[config.mk]
export PLATFORM = sky130hd
export DESIGN_NAME = pin_route_state_ramp_spread_regs
export DESIGN_NICKNAME = d
export VERILOG_FILES = /design/src/logic/pin_route_pkg.sv /design/src/logic/pin_route_state_ramp_spread_regs.sv /design/src/logic/pin_input_router.sv /design/src/logic/pin_output_driver.sv
export SDC_FILE = /design/constraint.sdc
export NUM_CORES = 1
export LEC_CHECK = 0
export ABC_AREA = 1
export BUFFER_PORTS_ARGS = -buffer_cell sky130_fd_sc_hd__buf_2
export CORE_ASPECT_RATIO = 1.25
export CORE_MARGIN = 8
export CORE_UTILIZATION = 50
export DETAILED_ROUTE_END_ITERATION = 8
export GPL_TIMING_DRIVEN = 0
export PLACE_DENSITY = 0.77
export SKIP_CTS_REPAIR_TIMING = 1
export SLEW_MARGIN = 25
export SYNTH_ARGS = -nofsm -noshare
export SYNTH_HDL_FRONTEND = slang
export SYNTH_SLANG_ARGS = --single-unit
[constraint.sdc]
create_clock -name clk_in -period 2.2 [get_ports clk_in]
set_clock_uncertainty 0.1 [all_clocks]
set_input_delay 0 -clock clk_in [delete_from_list [all_inputs] [get_ports clk_in]]
set_output_delay 0 -clock clk_in [all_outputs]
set_load 0.02 [all_outputs]
[src/logic/pin_route_pkg.sv]
// package: register map, field positions, reset values and codes for the pin/ramp register bank
`default_nettype none
package pin_route_pkg;
    localparam logic [7:0] ADDR_ROUTE      = 8'h64;
    localparam logic [7:0] ADDR_LEVELS     = 8'h65;
    localparam logic [7:0] ADDR_INVERT     = 8'h66;
    localparam logic [7:0] ADDR_SILICON    = 8'h67;
    localparam logic [7:0] ADDR_STATE      = 8'h68;
    localparam logic [7:0] ADDR_AUTOMUTE   = 8'h69;
    localparam logic [7:0] ADDR_PHASE      = 8'h6a;
    localparam logic [7:0] ADDR_SPREAD     = 8'h6b;
    localparam logic [7:0] ADDR_SHAPE      = 8'h6c;
    localparam logic [7:0] ADDR_DIVISOR    = 8'h6d;
    localparam logic [7:0] ADDR_STEPS      = 8'h6e;
    localparam logic [7:0] ADDR_AMPLITUDE  = 8'h6f;
    localparam int         NUM_REGS        = 12;

    localparam logic [7:0] RST_ROUTE       = 8'h00;
    localparam logic [7:0] RST_LEVELS      = 8'h00;
    localparam logic [7:0] RST_INVERT      = 8'h00;
    localparam logic [7:0] RST_PHASE       = 8'h00;
    localparam logic [7:0] RST_SPREAD      = 8'h00;
    localparam logic [7:0] RST_SHAPE       = 8'h00;
    localparam logic [7:0] RST_DIVISOR     = 8'ha0;
    localparam logic [7:0] RST_STEPS       = 8'h11;
    localparam logic [7:0] RST_AMPLITUDE   = 8'h24;

    // route field positions (low bit)
    localparam int ROUTE_MISO_LSB  = 6;
    localparam int ROUTE_SYNC_LSB  = 4;
    localparam int ROUTE_RESET_LSB = 2;
    localparam int ROUTE_MUTE_LSB  = 0;
    localparam logic [1:0] ROUTE_NONE = 2'h0;
    localparam logic [1:0] ROUTE_PIN2 = 2'h3;

    localparam int PHASE_SYNC_EN_BIT  = 0;
    localparam int PHASE_SYNC_SRC_BIT = 1;
    localparam int PHASE_SEL_LSB      = 2;

    localparam int SPREAD_TRI_BIT    = 0;
    localparam int SPREAD_RDM_BIT    = 1;
    localparam int SPREAD_MANUAL_BIT = 4;
    localparam int SPREAD_PREDIV_BIT = 5;

    localparam int SHAPE_TRI_LSB    = 0;
    localparam int SHAPE_DITHER_LSB = 4;
    localparam int STEP_RISE_LSB    = 0;
    localparam int STEP_FALL_LSB    = 4;
    localparam int AMP_LSB          = 5;

    localparam logic [3:0] OUTSEL_USER = 4'h2;
    localparam int         NUM_PINS    = 3;
    localparam int         RAMP_BASE_HZ = 61440000;

    typedef enum logic [1:0] {
        PS_DEEP_SLEEP = 2'h0,
        PS_SLEEP      = 2'h1,
        PS_HIZ        = 2'h2,
        PS_PLAY       = 2'h3
    } power_state_t;

    // pin route field -> one-hot pin select, bit0 = pin0
    function automatic logic [2:0] route_decode(input logic [1:0] code);
        logic [2:0] sel;
        sel = 3'h0;
        unique case (code)
            2'h1: sel = 3'h1;
            2'h2: sel = 3'h2;
            2'h3: sel = 3'h4;
            default: sel = 3'h0;
        endcase
        return sel;
    endfunction : route_decode
endpackage : pin_route_pkg
`default_nettype wire

[src/logic/pin_route_state_ramp_spread_regs.sv]
// register bank for pin routing, power state report and ramp spread control
`timescale 1ns/100ps
`default_nettype none
module pin_route_state_ramp_spread_regs
    import pin_route_pkg::*;
#(
    // arbitrary neutral identification value
    parameter logic [7:0] SILICON_CODE = 8'h5a
)
(
    // clock and reset
    input  wire logic        clk_in,
    input  wire logic        rst_in,
    // control port register access
    input  wire logic [7:0]  addr_in,
    input  wire logic        wr_en_in,
    input  wire logic        rd_en_in,
    input  wire logic [7:0]  wdata_in,
    output logic [7:0]       rdata_out,
    // device core status
    input  wire logic [1:0]  power_state_in,
    input  wire logic        left_automute_flag_in,
    input  wire logic        right_automute_flag_in,
    // output selectors and pin directions from neighbouring registers
    input  wire logic [11:0] outsel_in,
    input  wire logic [2:0]  pin_dir_out_in,
    input  wire logic [2:0]  func_val_in,
    // multipurpose pins
    input  wire logic [2:0]  pin_in,
    output logic [2:0]       pin_out,
    output logic [2:0]       pin_oe_out,
    // routed input functions
    output logic             spi_data_out,
    output logic             pin_reset_req_out,
    output logic             pin2_reset_exempt_out,
    // amplifier output stage
    output logic             driver_hiz_out,
    output logic             switching_en_out,
    // ramp clock control
    output logic [1:0]       ramp_phase_out,
    output logic             phase_sync_en_out,
    output logic             phase_sync_internal_out,
    output logic             phase_sync_pin_out,
    output logic             manual_mode_out,
    output logic             prediv2_sel_out,
    output logic             tri_spread_en_out,
    output logic             random_spread_en_out,
    output logic [3:0]       tri_ctrl_out,
    output logic [2:0]       dither_amount_out,
    output logic [7:0]       manual_ramp_divisor_out,
    output logic [3:0]       fall_step_size_out,
    output logic [3:0]       rise_step_size_out,
    output logic [1:0]       ramp_amplitude_setting_out
);
    // writable registers
    logic [7:0] route_q;
    logic [7:0] route_d;
    logic [7:0] levels_q;
    logic [7:0] levels_d;
    logic [7:0] invert_q;
    logic [7:0] invert_d;
    logic [7:0] phase_q;
    logic [7:0] phase_d;
    logic [7:0] spread_q;
    logic [7:0] spread_d;
    logic [7:0] shape_q;
    logic [7:0] shape_d;
    logic [7:0] divisor_q;
    logic [7:0] divisor_d;
    logic [7:0] steps_q;
    logic [7:0] steps_d;
    logic [7:0] amp_q;
    logic [7:0] amp_d;
    // status snapshots
    logic [7:0] state_q;
    logic [7:0] state_d;
    logic [7:0] automute_q;
    logic [7:0] automute_d;
    logic [7:0] rdata_q;
    logic [7:0] rdata_d;
    // mute and output stage
    logic       mute_low_input;
    logic       reset_low;
    logic       sync_pin;
    logic       hiz_q;
    logic       hiz_d;
    logic [2:0] pin_reset;

    pin_input_router u_router (
        .route_in              (route_q),
        .pin_level_in          (pin_in),
        .spi_data_out          (spi_data_out),
        .sync_out              (sync_pin),
        .reset_low_out         (reset_low),
        .mute_low_out          (mute_low_input),
        .pin2_reset_exempt_out (pin2_reset_exempt_out)
    );

    // routed reset clears pin drive, except pin2 when it is the reset source
    always_comb
    begin
        pin_reset    = {3{~reset_low}};
        pin_reset[2] = ~reset_low & ~pin2_reset_exempt_out;
    end

    pin_output_driver u_driver (
        .clk_in       (clk_in),
        .rst_in       (rst_in),
        .levels_in    (levels_q[2:0]),
        .invert_in    (invert_q[2:0]),
        .oe_in        (pin_dir_out_in),
        .outsel_in    (outsel_in),
        .func_val_in  (func_val_in),
        .pin_reset_in (pin_reset),
        .pin_out      (pin_out),
        .pin_oe_out   (pin_oe_out)
    );

    // register writes; silicon code and status are not writable
    always_comb
    begin
        route_d   = route_q;
        levels_d  = levels_q;
        invert_d  = invert_q;
        phase_d   = phase_q;
        spread_d  = spread_q;
        shape_d   = shape_q;
        divisor_d = divisor_q;
        steps_d   = steps_q;
        amp_d     = amp_q;
        if (wr_en_in)
        begin
            unique case (addr_in)
                ADDR_ROUTE:     route_d   = wdata_in;
                ADDR_LEVELS:    levels_d  = wdata_in;
                ADDR_INVERT:    invert_d  = wdata_in;
                ADDR_PHASE:     phase_d   = wdata_in;
                ADDR_SPREAD:    spread_d  = wdata_in;
                ADDR_SHAPE:     shape_d   = wdata_in;
                ADDR_DIVISOR:   divisor_d = wdata_in;
                ADDR_STEPS:     steps_d   = wdata_in;
                ADDR_AMPLITUDE: amp_d     = wdata_in;
                default:        route_d   = route_q;
            endcase
        end
    end

    // status snapshots and output stage control
    always_comb
    begin
        state_d    = {6'h00, power_state_in};
        automute_d = {6'h00, right_automute_flag_in, left_automute_flag_in};
        hiz_d      = ~mute_low_input;
    end

    // read mux; reads have no side effects
    always_comb
    begin
        rdata_d = rdata_q;
        if (rd_en_in)
        begin
            unique case (addr_in)
                ADDR_ROUTE:     rdata_d = route_q;
                ADDR_LEVELS:    rdata_d = levels_q;
                ADDR_INVERT:    rdata_d = invert_q;
                ADDR_SILICON:   rdata_d = SILICON_CODE;
                ADDR_STATE:     rdata_d = state_q;
                ADDR_AUTOMUTE:  rdata_d = automute_q;
                ADDR_PHASE:     rdata_d = phase_q;
                ADDR_SPREAD:    rdata_d = spread_q;
                ADDR_SHAPE:     rdata_d = shape_q;
                ADDR_DIVISOR:   rdata_d = divisor_q;
                ADDR_STEPS:     rdata_d = steps_q;
                ADDR_AMPLITUDE: rdata_d = amp_q;
                default:        rdata_d = 8'h00;
            endcase
        end
    end

    always_ff @(posedge clk_in)
    begin
        if (rst_in)
        begin
            route_q    <= RST_ROUTE;
            levels_q   <= RST_LEVELS;
            invert_q   <= RST_INVERT;
            phase_q    <= RST_PHASE;
            spread_q   <= RST_SPREAD;
            shape_q    <= RST_SHAPE;
            divisor_q  <= RST_DIVISOR;
            steps_q    <= RST_STEPS;
            amp_q      <= RST_AMPLITUDE;
            state_q    <= 8'h00;
            automute_q <= 8'h00;
            rdata_q    <= 8'h00;
            hiz_q      <= 1'b0;
        end
        else
        begin
            route_q    <= route_d;
            levels_q   <= levels_d;
            invert_q   <= invert_d;
            phase_q    <= phase_d;
            spread_q   <= spread_d;
            shape_q    <= shape_d;
            divisor_q  <= divisor_d;
            steps_q    <= steps_d;
            amp_q      <= amp_d;
            state_q    <= state_d;
            automute_q <= automute_d;
            rdata_q    <= rdata_d;
            hiz_q      <= hiz_d;
        end
    end

    assign rdata_out         = rdata_q;
    assign pin_reset_req_out = ~reset_low;
    assign driver_hiz_out    = hiz_q;
    assign switching_en_out  = ~hiz_q;

    // ramp phase and sync; phase must be set before play (host side)
    assign ramp_phase_out          = phase_q[PHASE_SEL_LSB +: 2];
    assign phase_sync_en_out       = phase_q[PHASE_SYNC_EN_BIT];
    assign phase_sync_internal_out = phase_q[PHASE_SYNC_SRC_BIT];
    assign phase_sync_pin_out      = phase_q[PHASE_SYNC_EN_BIT] & ~phase_q[PHASE_SYNC_SRC_BIT]
                                     & sync_pin;

    // spread spectrum controls; of the manual settings only the predivider select is gated by manual mode
    assign manual_mode_out      = spread_q[SPREAD_MANUAL_BIT];
    assign prediv2_sel_out      = spread_q[SPREAD_MANUAL_BIT] & spread_q[SPREAD_PREDIV_BIT];
    assign tri_spread_en_out    = spread_q[SPREAD_TRI_BIT];
    assign random_spread_en_out = spread_q[SPREAD_RDM_BIT];
    assign tri_ctrl_out         = shape_q[SHAPE_TRI_LSB +: 4];
    assign dither_amount_out    = shape_q[SHAPE_DITHER_LSB +: 3];
    assign manual_ramp_divisor_out    = divisor_q;
    assign fall_step_size_out         = steps_q[STEP_FALL_LSB +: 4];
    assign rise_step_size_out         = steps_q[STEP_RISE_LSB +: 4];
    assign ramp_amplitude_setting_out = amp_q[AMP_LSB +: 2];
endmodule : pin_route_state_ramp_spread_regs
`default_nettype wire

[src/logic/pin_input_router.sv]
// input-function routing from multipurpose pins
`timescale 1ns/100ps
`default_nettype none
module pin_input_router
    import pin_route_pkg::*;
(
    // route field and pins
    input  wire logic [7:0] route_in,
    input  wire logic [2:0] pin_level_in,
    // routed functions; active-high ones 0 when unconnected, active-low ones 1
    output logic            spi_data_out,
    output logic            sync_out,
    output logic            reset_low_out,
    output logic            mute_low_out,
    output logic            pin2_reset_exempt_out
);
    logic [2:0] miso_sel;
    logic [2:0] sync_sel;
    logic [2:0] reset_sel;
    logic [2:0] mute_sel;

    always_comb
    begin
        miso_sel  = route_decode(route_in[ROUTE_MISO_LSB +: 2]);
        sync_sel  = route_decode(route_in[ROUTE_SYNC_LSB +: 2]);
        reset_sel = route_decode(route_in[ROUTE_RESET_LSB +: 2]);
        mute_sel  = route_decode(route_in[ROUTE_MUTE_LSB +: 2]);
        spi_data_out  = |(miso_sel & pin_level_in);
        sync_out      = |(sync_sel & pin_level_in);
        // unrouted active-low inputs read inactive (high)
        reset_low_out = (reset_sel == 3'h0) ? 1'b1 : |(reset_sel & pin_level_in);
        mute_low_out  = (mute_sel == 3'h0) ? 1'b1 : |(mute_sel & pin_level_in);
        pin2_reset_exempt_out = (route_in[ROUTE_RESET_LSB +: 2] == ROUTE_PIN2);
    end
endmodule : pin_input_router
`default_nettype wire

[src/logic/pin_output_driver.sv]
// multipurpose pin output value, inversion and drive
`timescale 1ns/100ps
`default_nettype none
module pin_output_driver
    import pin_route_pkg::*;
(
    // clock and reset
    input  wire logic        clk_in,
    input  wire logic        rst_in,
    // controls
    input  wire logic [2:0]  levels_in,
    input  wire logic [2:0]  invert_in,
    input  wire logic [2:0]  oe_in,
    input  wire logic [11:0] outsel_in,
    input  wire logic [2:0]  func_val_in,
    input  wire logic [2:0]  pin_reset_in,
    // pins
    output logic [2:0]       pin_out,
    output logic [2:0]       pin_oe_out
);
    logic [2:0] pin_d;
    logic [2:0] pin_q;
    logic [2:0] oe_d;
    logic [2:0] oe_q;

    always_comb
    begin
        for (int i = 0; i < NUM_PINS; i++)
        begin
            if (outsel_in[4*i +: 4] == OUTSEL_USER)
                pin_d[i] = levels_in[i] ^ invert_in[i];
            else
                pin_d[i] = func_val_in[i] ^ invert_in[i];
            oe_d[i] = oe_in[i] & ~pin_reset_in[i];
        end
    end

    always_ff @(posedge clk_in)
    begin
        if (rst_in)
        begin
            pin_q <= 3'h0;
            oe_q  <= 3'h0;
        end
        else
        begin
            pin_q <= pin_d;
            oe_q  <= oe_d;
        end
    end

    assign pin_out    = pin_q;
    assign pin_oe_out = oe_q;
endmodule : pin_output_driver
`default_nettype wire

Word level (Yosys, flattened, before mapping):

Index checks and enable logic that the tools add are counted.

* flip-flop bits (word level): 103
* input bits: 45
* output and inout bits: 53
* logic and storage cells: 92

* equality and inequality tests: 27
* muxes and demuxes: 10
* bitwise logic cells: 23
* reductions and logical operators: 15

Operator list (number)
* $eq A8 B7 Y1 const B: 12
* $pmux W8 S12: 1
* $pmux W3 S3: 4
* $reduce_and A2 Y1: 9
* $eq A2 B2 Y1 const B: 8
* $and A3 B3 Y3: 4
* $eq A4 B2 Y1 const B: 3
* $reduce_or A3 Y1: 4
* $eq A2 B1 Y1 const B: 4
* $and A1 B1 Y1: 7
* $logic_not A3 Y1: 2
* $not A1 Y1: 6
* $xor A1 B1 Y1: 6
* $mux W1: 5

Longest topological paths before layout:

Gate-level depths: netlist (run 1).

* depth in word-level cells: 9
* gate-level depth with buffers: 11
* depth with buffers taken out: 9

Cells and area by module:

Synthesis (run 1) repeated with hierarchy kept, for this count alone.

* cells, all modules: 649
* area, all modules: 4473.0 um^2

By module, submodules not included
* pin_route_state_ramp_spread_regs: instances 1, cells an instance 571, area each 4013.8 um^2, sequential area each 1701.6 um^2
* pin_output_driver: instances 1, cells an instance 49, area each 337.8 um^2, sequential area each 120.1 um^2
* pin_input_router: instances 1, cells an instance 29, area each 121.4 um^2, sequential area each 0.0 um^2

Worst setup path before layout (run 1):

No wires, ideal clock.

* path type: flip-flop to output port
* start: register phase_q[0]
* end: output phase_sync_pin_out
* arrival: 1.156 ns
* required time: 2.100 ns
* slack: 0.944 ns
* cell stages (with the launch flop): 3
* path buffers: 0
* cells stage by stage: dfxtp_1 > o211ai_1 > a311oi_1

* longest elaborated chain between the ends: 2

RTL lines
* start, declared: RTL line pin_route_state_ramp_spread_regs.sv:62 `logic [7:0] phase_q;`
* start signal, assigned: RTL line pin_route_state_ramp_spread_regs.sv:203 `phase_q <= phase_d;`
* $and A1 B1 Y1: RTL line pin_route_state_ramp_spread_regs.sv:225 `assign phase_sync_pin_out = phase_q[PHASE_SYNC_EN_BIT] & ~phase_q[PHASE_SYNC_SRC_BIT]`
* $and A1 B1 Y1: RTL line pin_route_state_ramp_spread_regs.sv:226 `& sync_pin;`
* end, declared: RTL line pin_route_state_ramp_spread_regs.sv:43 `output logic phase_sync_pin_out,`

No other way between the ends.

Worst setup path after layout (run 1):

* start: input func_val_in[1]
* end: register u_driver.pin_q[1] (netlist: u_driver.pin_out[1])

* longest elaborated chain between the ends: 2

RTL lines
* start, declared: RTL line pin_route_state_ramp_spread_regs.sv:27 `input wire logic [2:0] func_val_in,`
* $xor A1 B1 Y1: RTL line pin_output_driver.sv:33 `pin_d[i] = func_val_in[i] ^ invert_in[i];`
* $mux W1: RTL line pin_output_driver.sv:30 `if (outsel_in[4*i +: 4] == OUTSEL_USER)`
* end signal, assigned: RTL line pin_output_driver.sv:47 `pin_q <= pin_d;`
* end, declared: RTL line pin_output_driver.sv:22 `logic [2:0] pin_q;`

No other way between the ends.
A chain may end at the register's enable or synchronous reset.

==> results of run 1 <==
## how the worst min path moves through the flow
stage                     depth (start not counted)                      to  slack (ps)
final                                             5  u_driver.pin_oe_out[1]         -10
after global routing                              4     u_driver.pin_out[0]          20
after CTS                                         3           automute_q[1]        -270
after detailed placement                          3           automute_q[1]         110
after global placement                            3           automute_q[0]         100
after floorplan                                   2           automute_q[0]           7
## layer usage
layer  vias to the layer above  routed length [um]  global-route usage
met2                       207                6820               0.386
met4                         0                 570               0.130
li1                       2218                   -                   -
met5                         -                   0                   0
met1                      2135                5740               0.274
met3                        38                1090              0.0487
## state kept, by name (all words and copies together) (netlist names), 8 cells and up
signal                   flops
manual_ramp_divisor_out      8
rdata_out                    8
shape_q                      8
amp_q                        8
route_q                      8
levels_q                     8
spread_q                     8
steps_q                      8
invert_q                     8
phase_q                      8
## area by class of cell
type,count,area [um^2],area share
multi-input cells,403,1980,0.377
flip-flops and latches,91,1820,0.347
repair buffers,107,636,0.121
inverters,76,285,0.0543
plain buffers,44,248,0.0471
clock buffers,12,145,0.0276
well taps,100,125,0.0238
clock inverters,3,15.0,0.00286
## power by group through the flow
| stage | registers [mW] | logic [mW] | clock network [mW] |
|---|---|---|---|
| after floorplan | 1.71 | 0.126 | 0 |
| after global placement | 1.70 | 0.225 | 0 |
| after detailed placement | 1.70 | 0.230 | 0 |
| after CTS | 1.66 | 0.230 | 1.01 |
| after global routing | 1.67 | 0.283 | 1.07 |
| final | 1.66 | 0.262 | 1.00 |
## cell families after synthesis
logic type / Yosys count / share of synthesized area
AOI/OAI and AO/OA: 151 / 0.177
DFF: 91 / 0.420
and+or+nand+nor: 252 / 0.280
buffers and inverters: 120 / 0.123
## placed cells by master, fill, tap and decap left out
| cell type | Yosys | layout |
|---|---|---|
| inv_1 | 73 | 73 |
| buf_6 | 3 | 3 |
| clkbuf_8 | 0 | 10 |
| nand3_1 | 78 | 78 |
| nand2_2 | 4 | 4 |
| nor2_1 | 44 | 44 |
| nand2_1 | 102 | 102 |
| o31ai_1 | 1 | 1 |
| buf_2 | 12 | 99 |
| o21ai_1 | 4 | 4 |
| a21oi_1 | 76 | 76 |
| clkbuf_1 | 17 | 19 |
| a311oi_1 | 2 | 2 |
| nor2_4 | 11 | 11 |
| nand3b_1 | 5 | 5 |
| o211ai_1 | 1 | 1 |
| nand3_4 | 1 | 1 |
| clkinv_2 | 0 | 3 |
| o21ai_0 | 67 | 67 |
| dfxtp_1 | 91 | 91 |
| dlygate4sd3_1 | 0 | 20 |
| buf_4 | 12 | 12 |
| inv_2 | 3 | 3 |
| nand3_2 | 7 | 7 |
## critical path, cell delays in order
cell	delay (ps)
dlygate4sd3_1	530
buf_2	120
nand2_1	50
dlygate4sd3_1	540
o21ai_0	120
dlygate4sd3_1	590
a21oi_1	140
## metrics by stage
step / instances / area, um^2 / setup slack, ps / total power, mW
2_1_floorplan: 614 / 4340 / 944 / 1.84
3_3_place_gp: 801 / 4900 / 669 / 1.93
3_5_place_dp: 801 / 4900 / 631 / 1.93
4_1_cts: 816 / 5060 / 661 / 2.90
5_1_grt: 836 / 5260 / 265 / 3.02
6_report: 836 / 5260 / 327 / 2.93
==> metrics.csv, run 1 <==
stage,metric,value,unit
synth,prevailing post-synth register cell,dfxtp_1,
grt,antenna violations before repair,0,
floorplan,initial core utilization,0.507,
sta,share of the cycle needed by the critical path after routing,0.851,
pwr,standby leakage power,2.30,nW
synth,mean area per synthesized cell,7.06,um^2
clock_tree,Clock Sink Count,91,
synth,Ys Warns,0,
clock_tree,depth of the CTS H-tree,3,
grt,remaining global-route overflow,0,
min_path,Hold Crit Class,input port to flip-flop,
grt,via count of the first global-routing pass,4228,
detailed_routing,WL final,14200,um
placed_design,Final HPWL DP,10400,um
sta,final hold violation count,4,
synth,ranking of synthesized cells by instance count,"nand2_1, dfxtp_1, nand3_1",
placed_design,Routability Congestion,0.955,
clock_tree,buffer cell driving the clock tree root,clkbuf_8,
sta,post-layout minimum cycle time,1870,ps
pwr,portion of total power attributed to the clock network,0.343,
sta,number of setup violations in the final report,0,
synth,number of synthesized register bits,91,
layout,filler cell count,810,
setup_path,critical path startpoint category,input port,
synth,Mapped Cells,614,
clock_tree,clock transition at the registers of the reported paths,80,ps
sta,unrepaired setup endpoints after global routing,false,
setup_path,element type at the critical path end,flip-flop,
grt,first-pass GRT wire length,21700,um
setup_path,Worst Reg-to-Reg Cells,7,
sta,Setup TNS,0,ps
floorplan,top-level I/O count,98,
pwr,internal power,2.18,mW
pwr,Max rail drop VDD,325,uV
synth,cell type with the highest aggregate area in the netlist,dfxtp_1,
clock_tree,TritonCTS clock tree,built,
clock_tree,clock insertion delay at the later pin of the skew report,370,ps
min_path,Worst Min Path Start,pin_in[1],
pwr,combinational share of power,0.089,
sta,actual slew at the worst max-slew pin,649,ps
layout,core occupancy in the finished layout,0.614,
pwr,power dissipated by switching net loads,0.752,mW
clock_tree,Num CTS Buffers,9,
layout,layout cell share with drive strength beyond 1,0.208,
detailed_routing,Residual DRC,0,
synth,post-synthesis cell type count,21,
layout,Nets,777,
setup_path,critical-path maximum fanout,2,
sta,Relative slew margins,0.567,
synth,top cells by area in the synthesized netlist,"dfxtp_1, nand3_1, nand2_1, a21oi_1, o21ai_0",
placed_design,number of I/O port buffers,87,
setup_path,Crit Reg-Reg Endpoint,rdata_out[1],
grt,global-route usage over all layers,0.233,
floorplan,core footprint,8560,um^2
sta,peak clock frequency supported by timing,534,MHz
floorplan,die width,99.3,um
run_status,violations in the final reports,hold timing,
detailed_routing,drt wl/cell,17.0,um
pwr,Switching Share,0.257,
clock_tree,number of buffers between clock root and the deepest sink,2,
sta,hold slack,-12.8,ps
synth,most instantiated library cell after synthesis,nand2_1,
pwr,power density cells,557,nW/um^2
grt,maximum number of pins on one net before global-route repair,14,
detailed_routing,antenna violation net count after detailed routing,0,
layout,Inserted Diodes,0,
synth,part of the Yosys area used for sequential elements,0.420,
pwr,share of power burned in registers,0.568,
floorplan,area of the die,11900,um^2
sta,"Slew Viols, Final",0,
floorplan,Cell Rows,38,
setup_path,Crit Reg-Reg Startpoint,route_q[1],
run_status,run status,"finished, violations left",
floorplan,Die Ht,120,um
detailed_routing,routed vias/inst,5.50,
setup_path,start-to-end type of the worst setup path,input port to flip-flop,
synth,post-synthesis net count,659,
setup_path,termination of the worst setup path,u_driver.pin_out[1],
synth,post-synth design cell area,4340,um^2
detailed_routing,first drt pass iteration count,5,
layout,Layout area overhead,21.2,%
synth,Yosys top cell area share,0.420,
setup_path,required time of the worst setup path,2410,ps
setup_path,CP Launch Point,func_val_in[1],
setup_path,worst reg2reg setup slack,430,ps
run,number of max-capacitance violations reported,0,
setup_path,"Data arrival, critical path",2080,ps
synth,number of enable-type register cells in the synthesized netlist,0,
detailed_routing,1st-iter DRT viols,356,
detailed_routing,total number of vias,4598,
synth,share of async-settable or async-resettable flops after synthesis,0,
Power figures use the tool's default switching activity.
==> inputs of run 2 (changes only) <==
--- a/config.mk
+++ b/config.mk
@@ -7,6 +7,7 @@
 export LEC_CHECK = 0
 export ABC_AREA = 1
 export BUFFER_PORTS_ARGS = -buffer_cell sky130_fd_sc_hd__buf_2
+export CAP_MARGIN = 20
 export CORE_ASPECT_RATIO = 1.25
 export CORE_MARGIN = 8
 export CORE_UTILIZATION = 50
==> constraint.sdc (replaced) <==
create_clock -name clk_in -period 2.2 [get_ports clk_in]
set_clock_uncertainty 0.1 [all_clocks]
set_input_delay 0.22 -clock clk_in [delete_from_list [all_inputs] [get_ports clk_in]]
set_output_delay 0.22 -clock clk_in [all_outputs]
set_load 0.02 [all_outputs]
==> metrics.csv, run 2 (synthesis gave the netlist of run 1 again) <==
stage,metric,value,unit
setup_path,CP Launch Point,route_q[3],
setup_path,"Data arrival, critical path",1440,ps
min_path,Worst Min Path Start,pin_dir_out_in[2],
layout,most common library cell in the layout ignoring fill and taps,nand2_1,
setup_path,critical path startpoint category,flip-flop,
setup_path,element type at the critical path end,output pin,
setup_path,start-to-end type of the worst setup path,flip-flop to output pin,
detailed_routing,first drt pass iteration count,5,
detailed_routing,WL final,14000,um
placed_design,Routability Congestion,0.955,
sta,Relative slew margins,0.565,
min_path,Hold Crit Class,input port to flip-flop,
run_status,run status,"finished, violations left",
detailed_routing,routed vias/inst,5.51,
layout,layout cell share with drive strength beyond 1,0.212,
sta,"Slew Viols, Final",0,
pwr,Max rail drop VDD,329,uV
layout,"leading cell types in the layout, fill and taps excluded","nand2_1, buf_2, dfxtp_1",
sta,actual slew at the worst max-slew pin,652,ps
sta,post-layout minimum cycle time,1760,ps
clock_tree,clock insertion delay at the later pin of the skew report,380,ps
layout,filler cell count,825,
clock_tree,buffer cell driving the clock tree root,clkbuf_8,
sta,Setup TNS,0,ps
grt,via count of the first global-routing pass,4228,
layout,area of the multi-input gates,1980,um^2
clock_tree,TritonCTS clock tree,built,
floorplan,top-level I/O count,98,
floorplan,core footprint,8560,um^2
placed_design,number of I/O port buffers,87,
placed_design,Final HPWL DP,10400,um
clock_tree,depth of the CTS H-tree,3,
detailed_routing,total number of vias,4534,
floorplan,initial core utilization,0.507,
clock_tree,number of buffers between clock root and the deepest sink,2,
detailed_routing,drt wl/cell,17.0,um
clock_tree,Num CTS Buffers,9,
clock_tree,Clock Sink Count,91,
sta,peak clock frequency supported by timing,569,MHz
pwr,standby leakage power,2.24,nW
setup_path,Crit Reg-Reg Startpoint,route_q[4],
sta,unrepaired setup endpoints after global routing,false,
layout,Layout area overhead,18.2,%
detailed_routing,1st-iter DRT viols,335,
setup_path,required time of the worst setup path,1880,ps
floorplan,area of the die,11900,um^2
setup_path,critical-path maximum fanout,4,
pwr,power density cells,567,nW/um^2
grt,antenna violations before repair,0,
sta,share of the cycle needed by the critical path after routing,0.799,
run_status,violations in the final reports,hold timing,
run,number of max-capacitance violations reported,0,
grt,global-route usage over all layers,0.233,
grt,first-pass GRT wire length,21700,um
sta,hold slack,-14.1,ps
floorplan,Cell Rows,38,
detailed_routing,Residual DRC,0,
detailed_routing,antenna violation net count after detailed routing,0,
sta,number of setup violations in the final report,0,
grt,maximum number of pins on one net before global-route repair,14,
sta,final hold violation count,1,
floorplan,die width,99.3,um
layout,Inserted Diodes,0,
floorplan,Die Ht,120,um
grt,remaining global-route overflow,0,
layout,Nets,764,
layout,register cell area after layout,1820,um^2
clock_tree,clock transition at the registers of the reported paths,80,ps
==> run 2: cell count changes in the layout (fill, tap and decap cells not counted), sizes merged <==
cell / previous run / this run
dlygate4sd3: 20 / 7
==> run 2: report_power, final <==
group	internal (mW)	switching (mW)
registers	1.66	0.00475
clock network	0.431	0.570
logic	0.0753	0.169
==> run 2: layer usage <==
layer,GRT usage,part of all wire
met4,0.130,0.038
met5,0,0
met3,0.0487,0.072
met1,0.274,0.41
met2,0.386,0.48
==> run 2: path summary, 6_finish.rpt <==
check | slack (ps) | endpoint | cells past startpoint
worst max-delay path | 440 | pin_reset_req_out | 5
worst min-delay path | -10 | u_driver.pin_oe_out[2] | 3
worst max register to register | 960 | rdata_out[4] | 6
worst min register to register | 350 | phase_q[7] | 2
==> run 2: through the flow <==
| step | utilization | area [um^2] | power (mW) | worst slack, ps | instances |
|---|---|---|---|---|---|
| 2_1_floorplan | - | 4340 | 1.84 | 724 | 614 |
| 3_3_place_gp | 0.572 | 4900 | 1.93 | 449 | 801 |
| 3_5_place_dp | 0.572 | 4900 | 1.93 | 411 | 801 |
| 4_1_cts | 0.591 | 5060 | 2.90 | 441 | 816 |
| 5_1_grt | 0.599 | 5130 | 3.00 | 320 | 823 |
| 6_report | 0.599 | 5130 | 2.91 | 441 | 823 |
==> run 2: area by class of cell <==
cell class / instances / share of cell area
Buffer: 44 / 0.0483
Clock buffer: 12 / 0.0283
Clock inverter: 3 / 0.00293
Inverter: 76 / 0.0557
Multi-Input combinational cell: 403 / 0.386
Sequential cell: 91 / 0.355
Tap cell: 100 / 0.0244
Timing Repair Buffer: 94 / 0.0986
==> run 2: critical path, cell delays in order (launching register included) <==
cell and delay (ps):
dfxtp_1 380, inv_1 60, o21ai_0 210, o21ai_0 140, inv_1 100, buf_2 170
==> inputs of run 3 (changes only) <==
--- a/config.mk
+++ b/config.mk
@@ -5,7 +5,7 @@
 export SDC_FILE = /design/constraint.sdc
 export NUM_CORES = 1
 export LEC_CHECK = 0
-export ABC_AREA = 1
+export ABC_AREA = 0
 export BUFFER_PORTS_ARGS = -buffer_cell sky130_fd_sc_hd__buf_2
 export CAP_MARGIN = 20
 export CORE_ASPECT_RATIO = 1.25
@@ -13,7 +13,7 @@
 export CORE_UTILIZATION = 50
 export DETAILED_ROUTE_END_ITERATION = 8
 export GPL_TIMING_DRIVEN = 0
-export PLACE_DENSITY = 0.77
+export PLACE_DENSITY = 0.76
 export SKIP_CTS_REPAIR_TIMING = 1
 export SLEW_MARGIN = 25
 export SYNTH_ARGS = -nofsm -noshare
==> constraint.sdc (replaced) <==
create_clock -name clk_in -period 1.7 [get_ports clk_in]
set_clock_uncertainty 0.1 [all_clocks]
set_input_delay 0.17 -clock clk_in [delete_from_list [all_inputs] [get_ports clk_in]]
set_output_delay 0.17 -clock clk_in [all_outputs]
set_load 0.02 [all_outputs]
==> metrics.csv, run 3 <==
stage,metric,value,unit
grt,via count of the first global-routing pass,4061,
detailed_routing,Residual DRC,0,
synth,part of the Yosys area used for sequential elements,0.395,
min_path,instance count along the most critical hold path,3,
setup_path,worst path cell trace,mux2_4 -> nand2_2 -> o21ai_2 -> and3b_1 -> buf_6,
sta,actual slew at the worst max-slew pin,699,ps
sta,post-layout minimum cycle time,1720,ps
detailed_routing,drt wl/cell,21.3,um
setup_path,critical-path maximum fanout,2,
detailed_routing,total number of vias,4005,
pwr,share of power burned in registers,0.432,
grt,first-pass GRT wire length,22500,um
sta,min setup slack post-route,-15.0,ps
grt,global-route usage over all layers,0.240,
detailed_routing,routed vias/inst,5.66,
setup_path,required time of the worst setup path,1430,ps
clock_tree,depth of the CTS H-tree,3,
synth,post-synth design cell area,4620,um^2
detailed_routing,1st-iter DRT viols,291,
setup_path,critical path startpoint category,flip-flop,
grt,maximum number of pins on one net before global-route repair,15,
synth,prevailing post-synth register cell,dfxtp_1,
synth,number of enable-type register cells in the synthesized netlist,0,
synth,Adder-Cell Fraction of Synth Area,0,
pwr,"sum of internal, switching and leakage power",4.98,mW
layout,most common library cell in the layout ignoring fill and taps,buf_2,
min_path,Hold Crit Class,input port to flip-flop,
synth,number of synthesized register bits,91,
pwr,power dissipated by switching net loads,1.11,mW
clock_tree,TritonCTS clock tree,built,
synth,most instantiated library cell after synthesis,dfxtp_1,
layout,Inserted Diodes,0,
setup_path,Worst Reg-to-Reg Cells,4,
floorplan,core footprint,9080,um^2
synth,Mapped Cells,476,
placed_design,setup slack after placement,-126,ps
synth,post-synthesis net count,521,
synth,ranking of synthesized cells by instance count,"dfxtp_1, mux2i_1, nor2_1",
run_status,violations in the final reports,setup timing,
pwr,internal power,3.87,mW
synth,Yosys top cell area share,0.395,
synth,share of async-settable or async-resettable flops after synthesis,0,
min_path,Min-Delay Endpoint,u_driver.pin_oe_out[2],
detailed_routing,WL final,15100,um
synth,mean area per synthesized cell,9.70,um^2
placed_design,Routability Congestion,0.934,
synth,multiplexer area fraction after synthesis,0.202,
pwr,Max rail drop VDD,589,uV
floorplan,top-level I/O count,98,
layout,Nets,625,
synth,area fraction in compound gates after synthesis,0.0900,
setup_path,start-to-end type of the worst setup path,flip-flop to output pin,
placed_design,Final HPWL DP,11000,um
sta,Relative slew margins,0.534,
run_status,run status,"finished, violations left",
sta,peak clock frequency supported by timing,583,MHz
placed_design,cell area after placement,5190,um^2
pwr,portion of total power attributed to the clock network,0.487,
clock_tree,Num CTS Buffers,9,
sta,number of setup violations in the final report,1,
synth,post-synthesis cell type count,65,
synth,dominant combinational cell family by area after synthesis,simple AND/OR/NAND/NOR gates,
clock_tree,number of buffers between clock root and the deepest sink,2,
setup_path,Crit Reg-Reg Startpoint,shape_q[5],
grt,remaining global-route overflow,0,
floorplan,initial core utilization,0.509,
grt,antenna violations before repair,0,
sta,"Slew Viols, Final",0,
setup_path,element type at the critical path end,output pin,
min_path,Worst Min Path Start,pin_in[0],
floorplan,Die Ht,123,um
clock_tree,clock insertion delay at the later pin of the skew report,350,ps
layout,"leading cell types in the layout, fill and taps excluded","buf_2, dfxtp_1, mux2i_1, nor2_1, clkbuf_1",
run,number of max-capacitance violations reported,0,
sta,unrepaired setup endpoints after global routing,true,
placed_design,number of I/O port buffers,85,
layout,filler cell count,799,
clock_tree,Clock Sink Count,91,
pwr,Switching Share,0.223,
pwr,power density cells,881,nW/um^2
floorplan,die width,102,um
pwr,combinational share of power,0.081,
setup_path,"slowest stage cell, crit path",dfxtp_2,
layout,Layout area overhead,22.6,%
synth,simple-gate share of the synthesized area,0.231,
synth,Ys Warns,0,
clock_tree,buffer cell driving the clock tree root,clkbuf_16,
floorplan,Cell Rows,39,
synth,top cells by area in the synthesized netlist,"dfxtp_1, mux2i_1, nor2_1, buf_4, nand4_4",
detailed_routing,first drt pass iteration count,5,
sta,final hold violation count,0,
setup_path,worst reg2reg setup slack,60,ps
setup_path,Crit Reg-Reg Endpoint,rdata_out[5],
synth,fraction of synthesized cell area in xor and xnor cells,0.00569,
pwr,standby leakage power,2.54,nW
layout,layout cell share with drive strength beyond 1,0.270,
setup_path,"Data arrival, critical path",1450,ps
clock_tree,clock transition at the registers of the reported paths,70,ps
synth,cell type with the highest aggregate area in the netlist,dfxtp_1,
detailed_routing,antenna violation net count after detailed routing,0,
setup_path,max incr delay on CP,340,ps
sta,share of the cycle needed by the critical path after routing,1.01,
floorplan,area of the die,12600,um^2
layout,fin area,5660,um^2
-- run 3: cell families after synthesis --
logic type / count (synthesis)
buf+inv: 61
compound gates: 55
xor+xnor: 3
simple gates: 177
mux: 89
flops: 91
-- run 3: worst max-delay path by stage --
stage	from	end	cells after the start
after floorplan	steps_q[5]	rdata_out[5]	4
after global placement	addr_in[1]	rdata_out[1]	6
after detailed placement	addr_in[1]	rdata_out[1]	6
after CTS	route_q[5]	phase_sync_pin_out	5
after global routing	route_q[5]	phase_sync_pin_out	5
final	route_q[5]	phase_sync_pin_out	5
-- run 3: power groups by stage --
stage,clock [mW],combinational (mW),sequential [mW]
2_1_floorplan,0,0.223,2.21
3_3_place_gp,0,0.384,2.20
3_5_place_dp,0,0.386,2.20
4_1_cts,2.43,0.387,2.15
5_1_grt,2.53,0.429,2.15
6_report,2.43,0.406,2.15
-- run 3: metal layers --
metal  global-route usage  up-vias  part of all wire
met1                0.291     1923              0.42
met2                0.394      169              0.48
met3               0.0389       37             0.064
met4                0.142        0             0.040
met5                    0        -                 0
li1                     -     1876                 -
-- run 3: cell type report --
class | instances | area [um^2] | share of cell area
multi-input combinational | 324 | 2460 | 0.435
timing repair buffer | 93 | 509 | 0.0900
buffer | 52 | 319 | 0.0564
inverter | 9 | 33.8 | 0.00597
clock inverter | 5 | 125 | 0.0221
tap | 123 | 154 | 0.0272
sequential | 91 | 1820 | 0.322
clock buffer | 11 | 233 | 0.0411
-- run 3: worst max-delay path, delay by kind of cell (launching register included) --
family,cells,cell delay (ps)
buf+inv,1,130
mux,1,300
flops,1,340
compound gates,1,60
simple gates,2,270
-- run 3: stage by stage --
stage / util / hold slack [ps] / setup TNS, ps / instances
after floorplan: - / 188 / 0 / 476
after global placement: 0.572 / 277 / -855 / 684
after detailed placement: 0.572 / 278 / -1490 / 684
after CTS: 0.612 / -71.3 / -213 / 700
after global routing: 0.624 / 80.4 / -80.3 / 708
final: 0.624 / 70.6 / -15.0 / 708
